--- config.mk ---
export PLATFORM = sky130hd
export DESIGN_NAME = epc_irq_unit
export DESIGN_NICKNAME = d
export VERILOG_FILES = /design/src/hw/epc_irq_unit.v
export VERILOG_INCLUDE_DIRS = /design/src /design/src/hw
export SDC_FILE = /design/constraint.sdc
export NUM_CORES = 1
export LEC_CHECK = 0
export BUFFER_PORTS_ARGS = -buffer_cell sky130_fd_sc_hd__buf_2
export CAP_MARGIN = 20
export CORE_MARGIN = 10
export CORE_UTILIZATION = 54
export DETAILED_ROUTE_END_ITERATION = 10
export PLACE_DENSITY_LB_ADDON = 0.12
export REMOVE_ABC_BUFFERS = 1
export SETUP_SLACK_MARGIN = 0.3
export SYNTH_ARGS = -nofsm -noshare
export SYNTH_HDL_FRONTEND = slang
export SYNTH_SLANG_ARGS = --single-unit
--- constraint.sdc ---
create_clock -name clk -period 4.2 [get_ports clk]
set_input_delay 0.21 -clock clk [delete_from_list [all_inputs] [get_ports clk]]
set_output_delay 0.21 -clock clk [all_outputs]
set_load 0.1 [all_outputs]
--- src/hw/epc_defs.vh ---
// Purpose: Offsets, field positions, reset values and vector codes of the
//          external pin and pin-change interrupt unit.
// Assumes: Byte addresses on an AXI4-Lite register bus.
// Notes:   Definitions only.
`ifndef EPC_DEFS_VH
`define EPC_DEFS_VH

// ----------------------------------------------------------------------
// Register indices and byte address width
// ----------------------------------------------------------------------
`define EPC_IDX_MCU_CONTROL     8'h35
`define EPC_IDX_IRQ_MASK        8'h3B
`define EPC_IDX_IRQ_FLAGS       8'h3A
`define EPC_IDX_PC_MASK_HI      8'h20
`define EPC_IDX_PC_MASK_LO      8'h12
`define EPC_IDX_CORE_CTRL       8'h3F
`define EPC_ADDR_W              10

// ----------------------------------------------------------------------
// Field positions
// ----------------------------------------------------------------------
`define EPC_BIT_EXT             6
`define EPC_BIT_PC_HI           5
`define EPC_BIT_PC_LO           4
`define EPC_BIT_GIE             7
`define EPC_IMPL_MASK           8'h70

// ----------------------------------------------------------------------
// Reset values and sense codes
// ----------------------------------------------------------------------
`define EPC_RST_REG             8'h00
`define EPC_SENSE_LOW           2'h0
`define EPC_SENSE_ANY           2'h1
`define EPC_SENSE_FALL          2'h2
`define EPC_SENSE_RISE          2'h3

// ----------------------------------------------------------------------
// Vector addresses
// ----------------------------------------------------------------------
`define EPC_VEC_RESET           16'h0000
`define EPC_VEC_EXT             16'h0001
`define EPC_VEC_PC_LO           16'h0002
`define EPC_VEC_PC_HI           16'h0003
`define EPC_VEC_WDT             16'h0004
`define EPC_VEC_TMR1_CMP_A      16'h0005
`define EPC_VEC_TMR1_CMP_B      16'h0006
`define EPC_VEC_TMR1_WRAP       16'h0007
`define EPC_VEC_TMR0_CMP_A      16'h0008
`define EPC_VEC_TMR0_CMP_B      16'h0009
`define EPC_VEC_TMR0_WRAP       16'h000A

// AXI responses
`define EPC_RESP_OKAY           2'h0
`define EPC_RESP_SLVERR         2'h2

`endif

--- src/hw/epc_irq_unit.v ---
// Purpose: External pin and two-group pin-change interrupt unit with an
//          AXI4-Lite register slave and a vector request to the core.
// Assumes: Single 125 MHz clock, synchronous active-high reset; pins are
//          asynchronous and are synchronised before any logic reads them.
// Notes:   Pin activity is caught on the clock after a two-stage
//          synchroniser; in a real part this front end is clockless.
//
// Notes on behaviour
// - Every reset source restarts execution at vector address 0x0000.
// - External pin vector 0x0001, pin-change group 0 0x0002, group 1 0x0003.
// - Timer 1 sources at 0x0005..0x0007, timer 0 sources at 0x0008..0x000A.
// - Pins trigger requests even when driven as outputs by the part.
// - Any enabled toggle in 7:0 requests group 0; in 15:8 requests group 1.
// - Pin changes are detected without the I/O clock for wake from sleep.
// - Sense field: 00 low level, 01 any change, 10 falling, 11 rising.
// - Level sensing requests continuously while the pin stays low and enabled.
// - Low level and edges on the external pin are seen without the I/O clock.
// - A level gone before start-up ends still wakes, but takes no interrupt.
// - External interrupt fires only with global enable and its mask bit set.
// - Mask bit 6 enables the external pin interrupt, served at its vector.
// - Mask bit 5 enables group 1, bit 4 group 0, each with own vector.
// - Bits 7 and 3:0 of mask and flag registers read as zero.
// - Edge or change sets flag bit 6; vector when flag, mask, global set.
// - External flag clears on vector entry or when software writes one.
// - The external flag is held clear while low-level sensing is selected.
// - Group 1 flag bit 5 set on request; cleared by vector entry or write one.
// - Group 0 flag bit 4 set on request; cleared by vector entry or write one.
// - Pin-change masks at 0x20 (group 1) and 0x12 (group 0), reset to zero.
`timescale 1ns/1ps
`include "epc_defs.vh"

module epc_irq_unit #(
    parameter PC_PINS = 16
) (
    input  wire                clk,
    input  wire                rst,
    // AXI4-Lite slave
    input  wire [`EPC_ADDR_W-1:0] s_axi_awaddr,
    input  wire                s_axi_awvalid,
    output wire                s_axi_awready,
    input  wire [31:0]         s_axi_wdata,
    input  wire [3:0]          s_axi_wstrb,
    input  wire                s_axi_wvalid,
    output wire                s_axi_wready,
    output reg  [1:0]          s_axi_bresp,
    output reg                 s_axi_bvalid,
    input  wire                s_axi_bready,
    input  wire [`EPC_ADDR_W-1:0] s_axi_araddr,
    input  wire                s_axi_arvalid,
    output wire                s_axi_arready,
    output reg  [31:0]         s_axi_rdata,
    output reg  [1:0]          s_axi_rresp,
    output reg                 s_axi_rvalid,
    input  wire                s_axi_rready,
    // Pins (input side of the pad, so outputs driven by the part count)
    input  wire                ext_irq_pin,
    input  wire [PC_PINS-1:0]  pin_change_input,
    // Requests of other sources, active high levels
    input  wire [5:0]          tmr_irq_req,
    input  wire                wdt_irq_req,
    // Core side
    input  wire                start_up_done,
    input  wire                vec_ack,
    output wire                irq_req,
    output reg  [15:0]         irq_vector,
    output wire                wake_req,
    output reg  [15:0]         reset_vector
);

    // ------------------------------------------------------------------
    // Pin synchronisers and change detection
    // ------------------------------------------------------------------
    reg                 ext_meta_q;
    reg                 ext_sync_q;
    reg                 ext_prev_q;
    reg [PC_PINS-1:0]   pc_meta_q;
    reg [PC_PINS-1:0]   pc_sync_q;
    reg [PC_PINS-1:0]   pc_prev_q;

    // Two flops before use; only the second feeds edge logic
    always @(posedge clk)
    begin
        ext_meta_q <= ext_irq_pin;
        ext_sync_q <= ext_meta_q;
        pc_meta_q  <= pin_change_input;
        pc_sync_q  <= pc_meta_q;
        ext_prev_q <= ext_sync_q;
        pc_prev_q  <= pc_sync_q;
    end

    // ------------------------------------------------------------------
    // Registers
    // ------------------------------------------------------------------
    reg [7:0] mcu_control_q;
    reg [7:0] irq_mask_q;
    reg [7:0] irq_flags_q;
    reg [7:0] irq_flags_d;
    reg [7:0] pc_mask_hi_q;
    reg [7:0] pc_mask_lo_q;
    reg       gie_q;

    wire [1:0] ext_sense = mcu_control_q[1:0];
    wire       ext_level = (ext_sense == `EPC_SENSE_LOW);

    // Sense decode of the external pin
    reg ext_edge;
    always @*
    begin
        case (ext_sense)
            `EPC_SENSE_ANY:  ext_edge = ext_sync_q ^ ext_prev_q;
            `EPC_SENSE_FALL: ext_edge = ext_prev_q & ~ext_sync_q;
            `EPC_SENSE_RISE: ext_edge = ~ext_prev_q & ext_sync_q;
            default:         ext_edge = 1'b0;
        endcase
    end

    // Per-pin enabled toggles gathered per group
    wire [PC_PINS-1:0] pc_mask = {pc_mask_hi_q, pc_mask_lo_q};
    wire [PC_PINS-1:0] pc_hit;
    genvar gi;
    generate
        for (gi = 0; gi < PC_PINS; gi = gi + 1)
        begin : g_pc
            assign pc_hit[gi] = pc_mask[gi] & (pc_sync_q[gi] ^ pc_prev_q[gi]);
        end
    endgenerate
    wire pc_lo_evt = |pc_hit[7:0];
    wire pc_hi_evt = |pc_hit[PC_PINS-1:8];

    // Level request is live, not latched, while the pin is low
    wire ext_level_req = ext_level & ~ext_sync_q;

    // ------------------------------------------------------------------
    // AXI4-Lite write channel
    // ------------------------------------------------------------------
    reg                   aw_have_q;
    reg                   w_have_q;
    reg [`EPC_ADDR_W-1:0] aw_addr_q;
    reg [7:0]             w_byte_q;
    reg                   w_strb_q;

    assign s_axi_awready = ~aw_have_q & ~s_axi_bvalid;
    assign s_axi_wready  = ~w_have_q & ~s_axi_bvalid;

    wire       wr_fire = aw_have_q & w_have_q;
    wire [7:0] wr_idx  = aw_addr_q[9:2];
    wire       wr_hit_flags = wr_fire & w_strb_q & (aw_addr_q[1:0] == 2'h0) &
                              (wr_idx == `EPC_IDX_IRQ_FLAGS);

    function wr_known;
        input [7:0] idx;
        begin
            wr_known = (idx == `EPC_IDX_MCU_CONTROL) || (idx == `EPC_IDX_IRQ_MASK) ||
                       (idx == `EPC_IDX_IRQ_FLAGS) || (idx == `EPC_IDX_PC_MASK_HI) ||
                       (idx == `EPC_IDX_PC_MASK_LO) || (idx == `EPC_IDX_CORE_CTRL);
        end
    endfunction

    // Address and data accepted in either order; response follows both
    always @(posedge clk)
    begin
        if (rst)
        begin
            aw_have_q    <= 1'b0;
            w_have_q     <= 1'b0;
            aw_addr_q    <= {`EPC_ADDR_W{1'b0}};
            w_byte_q     <= `EPC_RST_REG;
            w_strb_q     <= 1'b0;
            s_axi_bvalid <= 1'b0;
            s_axi_bresp  <= `EPC_RESP_OKAY;
        end
        else
        begin
            if (s_axi_awvalid && s_axi_awready)
            begin
                aw_have_q <= 1'b1;
                aw_addr_q <= s_axi_awaddr;
            end
            if (s_axi_wvalid && s_axi_wready)
            begin
                w_have_q <= 1'b1;
                w_byte_q <= s_axi_wdata[7:0];
                w_strb_q <= s_axi_wstrb[0];
            end
            if (wr_fire)
            begin
                aw_have_q    <= 1'b0;
                w_have_q     <= 1'b0;
                s_axi_bvalid <= 1'b1;
                s_axi_bresp  <= wr_known(wr_idx) ? `EPC_RESP_OKAY : `EPC_RESP_SLVERR;
            end
            else if (s_axi_bvalid && s_axi_bready)
            begin
                s_axi_bvalid <= 1'b0;
            end
        end
    end

    // Plain read/write registers; lane 0 only carries the byte
    always @(posedge clk)
    begin
        if (rst)
        begin
            mcu_control_q <= `EPC_RST_REG;
            irq_mask_q    <= `EPC_RST_REG;
            pc_mask_hi_q  <= `EPC_RST_REG;
            pc_mask_lo_q  <= `EPC_RST_REG;
            gie_q         <= 1'b0;
        end
        else if (wr_fire && w_strb_q)
        begin
            case (wr_idx)
                `EPC_IDX_MCU_CONTROL: mcu_control_q <= w_byte_q;
                `EPC_IDX_IRQ_MASK:    irq_mask_q    <= w_byte_q & `EPC_IMPL_MASK;
                `EPC_IDX_PC_MASK_HI:  pc_mask_hi_q  <= w_byte_q;
                `EPC_IDX_PC_MASK_LO:  pc_mask_lo_q  <= w_byte_q;
                `EPC_IDX_CORE_CTRL:   gie_q         <= w_byte_q[`EPC_BIT_GIE];
                default:              gie_q         <= gie_q;
            endcase
        end
    end

    // ------------------------------------------------------------------
    // Flags: set wins over write-one and vector-entry clear
    // ------------------------------------------------------------------
    wire       ack_ext  = vec_ack & (irq_vector == `EPC_VEC_EXT);
    wire       ack_lo   = vec_ack & (irq_vector == `EPC_VEC_PC_LO);
    wire       ack_hi   = vec_ack & (irq_vector == `EPC_VEC_PC_HI);
    wire [7:0] sw_clr   = wr_hit_flags ? w_byte_q : 8'h00;

    always @*
    begin
        irq_flags_d = irq_flags_q;
        if (sw_clr[`EPC_BIT_EXT] || ack_ext)
            irq_flags_d[`EPC_BIT_EXT] = 1'b0;
        if (ext_edge)
            irq_flags_d[`EPC_BIT_EXT] = 1'b1;
        if (ext_level)
            irq_flags_d[`EPC_BIT_EXT] = 1'b0;
        if (sw_clr[`EPC_BIT_PC_HI] || ack_hi)
            irq_flags_d[`EPC_BIT_PC_HI] = 1'b0;
        if (pc_hi_evt)
            irq_flags_d[`EPC_BIT_PC_HI] = 1'b1;
        if (sw_clr[`EPC_BIT_PC_LO] || ack_lo)
            irq_flags_d[`EPC_BIT_PC_LO] = 1'b0;
        if (pc_lo_evt)
            irq_flags_d[`EPC_BIT_PC_LO] = 1'b1;
        irq_flags_d = irq_flags_d & `EPC_IMPL_MASK;
    end

    always @(posedge clk)
    begin
        if (rst)
            irq_flags_q <= `EPC_RST_REG;
        else
            irq_flags_q <= irq_flags_d;
    end

    // ------------------------------------------------------------------
    // Request arbitration toward the core
    // ------------------------------------------------------------------
    wire ext_pend = irq_mask_q[`EPC_BIT_EXT] &
                    (ext_level ? ext_level_req : irq_flags_q[`EPC_BIT_EXT]);
    wire lo_pend  = irq_mask_q[`EPC_BIT_PC_LO] & irq_flags_q[`EPC_BIT_PC_LO];
    wire hi_pend  = irq_mask_q[`EPC_BIT_PC_HI] & irq_flags_q[`EPC_BIT_PC_HI];

    // Lowest vector number wins
    reg [15:0] vec_d;
    reg        any_d;
    always @*
    begin
        any_d = 1'b1;
        if (ext_pend)             vec_d = `EPC_VEC_EXT;
        else if (lo_pend)         vec_d = `EPC_VEC_PC_LO;
        else if (hi_pend)         vec_d = `EPC_VEC_PC_HI;
        else if (wdt_irq_req)     vec_d = `EPC_VEC_WDT;
        else if (tmr_irq_req[0])  vec_d = `EPC_VEC_TMR1_CMP_A;
        else if (tmr_irq_req[1])  vec_d = `EPC_VEC_TMR1_CMP_B;
        else if (tmr_irq_req[2])  vec_d = `EPC_VEC_TMR1_WRAP;
        else if (tmr_irq_req[3])  vec_d = `EPC_VEC_TMR0_CMP_A;
        else if (tmr_irq_req[4])  vec_d = `EPC_VEC_TMR0_CMP_B;
        else if (tmr_irq_req[5])  vec_d = `EPC_VEC_TMR0_WRAP;
        else
        begin
            vec_d = `EPC_VEC_RESET;
            any_d = 1'b0;
        end
    end

    reg irq_pend_q;
    always @(posedge clk)
    begin
        if (rst)
        begin
            irq_vector   <= `EPC_VEC_RESET;
            irq_pend_q   <= 1'b0;
            reset_vector <= `EPC_VEC_RESET;
        end
        else
        begin
            // Drop the request the cycle it is taken so the flag clear lands first
            irq_pend_q <= any_d & ~vec_ack;
            irq_vector <= vec_d;
        end
    end

    // Global enable gates delivery; a level that vanished before start-up
    // ends still wakes, but no request is presented
    assign irq_req  = irq_pend_q & gie_q & start_up_done;
    // A low level on a masked pin must not wake the part
    assign wake_req = irq_pend_q | (ext_level_req & irq_mask_q[`EPC_BIT_EXT]);

    // ------------------------------------------------------------------
    // AXI4-Lite read channel
    // ------------------------------------------------------------------
    assign s_axi_arready = ~s_axi_rvalid;
    wire [7:0] rd_idx = s_axi_araddr[9:2];

    always @(posedge clk)
    begin
        if (rst)
        begin
            s_axi_rvalid <= 1'b0;
            s_axi_rdata  <= 32'h00000000;
            s_axi_rresp  <= `EPC_RESP_OKAY;
        end
        else if (s_axi_arvalid && s_axi_arready)
        begin
            s_axi_rvalid <= 1'b1;
            s_axi_rresp  <= `EPC_RESP_OKAY;
            case (rd_idx)
                `EPC_IDX_MCU_CONTROL: s_axi_rdata <= {24'h000000, mcu_control_q};
                `EPC_IDX_IRQ_MASK:    s_axi_rdata <= {24'h000000, irq_mask_q};
                `EPC_IDX_IRQ_FLAGS:   s_axi_rdata <= {24'h000000, irq_flags_q};
                `EPC_IDX_PC_MASK_HI:  s_axi_rdata <= {24'h000000, pc_mask_hi_q};
                `EPC_IDX_PC_MASK_LO:  s_axi_rdata <= {24'h000000, pc_mask_lo_q};
                `EPC_IDX_CORE_CTRL:   s_axi_rdata <= {24'h000000, gie_q, 7'h00};
                default:
                begin
                    s_axi_rdata <= 32'h00000000;
                    s_axi_rresp <= `EPC_RESP_SLVERR;
                end
            endcase
        end
        else if (s_axi_rvalid && s_axi_rready)
        begin
            s_axi_rvalid <= 1'b0;
        end
    end

endmodule // epc_irq_unit

==> run_results.csv <==
group,metric,value,unit
outcome,status,"finished clean",
logic_synthesis,synth_edf_count,0,
pwr,seq_power_share,39.8,%
logic_synthesis,synthMostInstantiatedCell,"dfxtp_1",
floorplan,die_area,12950,sq um
timing,period_minus_slack,1.998,ns
worst_hold_path,hold_path.class,"primary input to register",
clock_tree,clk_pin_slew,0.06,ns
logic_synthesis,synth_area,4750,sq um
pwr,netSwitchingPower,922.8,uW
drt,vias,3811,
global_route,grt_max_degree,52,
final_layout,antenna_cells,0,
drt,drt-initial-drc-count,223,
job,maxCapViolations,0,
timing,slew_headroom,36.79,%
timing,tightest_slew,0.9481,ns
timing,grt_setup_unrepaired,"no",
final_layout,layout-drive-gt1-share,18.96,%
logic_synthesis,ys_ff_latch,120,
global_route,grt_pass1_wl,18.43,mm
global_route,grt.overflow.total,0,
worst_setup_path,max_stage_delay,0.60,ns
pwr,p_int,2.156,mW
floorplan,row_count,34,
logic_synthesis,seq_area_frac_synth,50.58,%
worst_setup_path,path_buf_inv,0,
timing,finalSetupTns,0,ns
logic_synthesis,syn_inst,496,
worst_setup_path,critical_path_required,4.56,ns
drt,route.detailed.drc,0,
timing,setup_viol,0,
floorplan,pin_count,164,
timing,hold_violations,0,
final_layout,final_nets,712,
pwr,pwr-share-clk,45.4,%
global_route,grt_pass1_vias,3751,
logic_synthesis,avgSynthCellArea,9.576,sq um
global_route,antenna_found_initial,0,
pwr,p_comb_share,14.9,%
timing,fin_skew,0.006100,ns
pwr,vdd_drop_max,0.0003273,V
logic_synthesis,yosys.area.top_type_share,50.58,%
clock_tree,clk_latency,0.51,ns
pwr,power_leakage,2.671,nW
clock_tree,cts_root_buf,"clkbuf_8",
timing,drv_slew,0,
clock_tree,cts_made_buffers,17,
global_route,grt_usage,17.37,%
place,port_buffers,80,
worst_setup_path,cp_cell_sequence,"and4bb_2 > nand4_1 > mux2i_1 > nor2_1",
logic_synthesis,synth_flop_cell,"dfxtp_1",
floorplan,core-area,8636,sq um
drt,wl_per_cell,15.12,microns
final_layout,final_util,69.82,%
final_layout,area_growth,26.95,%
clock_tree,cts_tree,"yes",
worst_setup_path,cpLargestDelayFamily,"simple AND/OR/NAND/NOR gates",
drt,viasPerCell,5.143,
clock_tree,htree_levels,4,
clock_tree,cts_resized,0,
timing,max_freq,500.6,MHz
pwr,p_per_area,510.6,nW/um^2
worst_setup_path,path_max_fanout,14,
logic_synthesis,synth_top_area_cell,"dfxtp_1",
worst_setup_path,cp-end-kind,"register",
floorplan,die_w,113.8,microns
timing,post-route-period-util,47.56,%
logic_synthesis,async_reset_ff_share,0,%
worst_setup_path,critPathKind,"register to register",
place,hpwlAfterDp,7.787,mm
pwr,swShare,29.98,%
logic_synthesis,synth_area_leaders,"dfxtp_1 51%, buf_4 8.5%, nand2_1 4.5%, mux2i_1 4.2%, a21oi_1 4.1%",
drt,routed_wl,11.21,mm
floorplan,die_h,113.8,microns
logic_synthesis,synthTopCellsByCount,"120 x dfxtp_1, 57 x nand2_1, 54 x buf_4",
logic_synthesis,ys_warn_count,0,
worst_setup_path,cp_slowest_cell,"dfxtp_1",
worst_setup_path,critPathArrivalTime,2.36,ns
floorplan,start_util,55.00,%
pwr,totalPowerFinal,3.079,mW
drt,firstDrtPassIters,5,
place,gp_congestion,0.8098,
clock_tree,clock_path_buffers,2,
drt,antenna_left,0,
worst_setup_path,worst_setup_path_start_kind,"register",
clock_tree,cts.sinks,120,
logic_synthesis,synth_cell_types,53,
[layout make-up]
type / instances / area, sq um
inverters: 6 / 22.52
repair buffers: 124 / 838.3
multi-input cells: 352 / 2047
fillers: 648 / 2606
flip-flops and latches: 120 / 2402
well taps: 108 / 135.1
clock buffers: 19 / 441.7
clock inverters: 12 / 142.6
[power by group through the flow]
stage / sequential (mW) / combinational [mW] / clock, mW
floorplan: 1.29 / 0.302 / 0
global placement: 1.25 / 0.419 / 0
detailed placement: 1.25 / 0.422 / 0
CTS: 1.22 / 0.453 / 1.43
global route: 1.23 / 0.483 / 1.49
finish: 1.22 / 0.457 / 1.40
[routing by layer]
layer  track usage, %  vias to the layer above  wire length (microns)
met5                0                        -                      0
met4            6.683                        0                    141
met3            7.927                       15                   1093
met2            26.54                      156                   5098
met1            20.92                     1747                   4872
li1                 -                     1893                      -
[state kept, by name, indices dropped and copies added, names as in the netlist, 8 cells and up]
signal	cells
pc_sync_q	16
pc_mask_lo_q	8
aw_addr_q	10
s_axi_rdata	8
w_byte_q	8
pc_mask_hi_q	8
mcu_control_q	8
pc_prev_q	16
pc_meta_q	16
[path summary, 6_finish.rpt]
| path | start | end | slack [ns] | depth (start not counted) |
|---|---|---|---|---|
| max | aw_addr_q[6] | pc_mask_lo_q[5] | 2.20 | 4 |
| min reg2reg | pc_meta_q[7] | pc_sync_q[7] | 0.32 | 0 |
| min | tmr_irq_req[2] | irq_vector[3] | 0.04 | 3 |
| max reg2reg | aw_addr_q[6] | pc_mask_lo_q[5] | 2.20 | 4 |
[worst reg2reg max path: stages (launching register included)]
cell and delay (ns):
dfxtp_1 0.60, and4bb_2 0.35, nand4_1 0.52, mux2i_1 0.33, nor2_1 0.06
[placed cells by master, fill, tap and decap left out, types with 16 or more instances in the layout]
cell type / count
nand2_1: 57
nor2_1: 41
clkbuf_16: 16
conb_1: 54
dlygate4sd3_1: 43
dfxtp_1: 120
buf_2: 80
xor2_1: 16
a21oi_1: 39
mux2i_1: 20
[logic make-up (layout without fill, tap and decap cells)]
family / Yosys count / after routing / synth area share [%]
and+or+nand+nor: 154 / 154 / 15.81
xor gates and xnor gates: 16 / 16 / 2.950
muxes: 20 / 20 / 4.215
adders and majority gates: 2 / 2 / 0.5268
buffers and inverters: 77 / 161 / 10.51
other: 1 / 54 / 0.07895
DFF: 120 / 120 / 50.58
AOI/OAI and AO/OA: 106 / 106 / 15.33
[timing repair]
action | CTS | global route
hold buffers | 43 | 0
endpoints found under the hold margin | 41 | 0
buffers inserted | 0 | 0
[through the flow]
stage	std cells	hold slack, ns	worst slack, ns	area (sq um)
6_report	741	0.03691	2.202	6030
5_1_grt	741	0.04323	2.038	6030
4_1_cts	741	0.01062	2.227	6030
3_5_place_dp	667	0.3121	2.228	5015
3_3_place_gp	667	0.3106	2.261	5015
2_1_floorplan	478	0.2377	1.241	4472
Power figures use the tool's default switching activity.
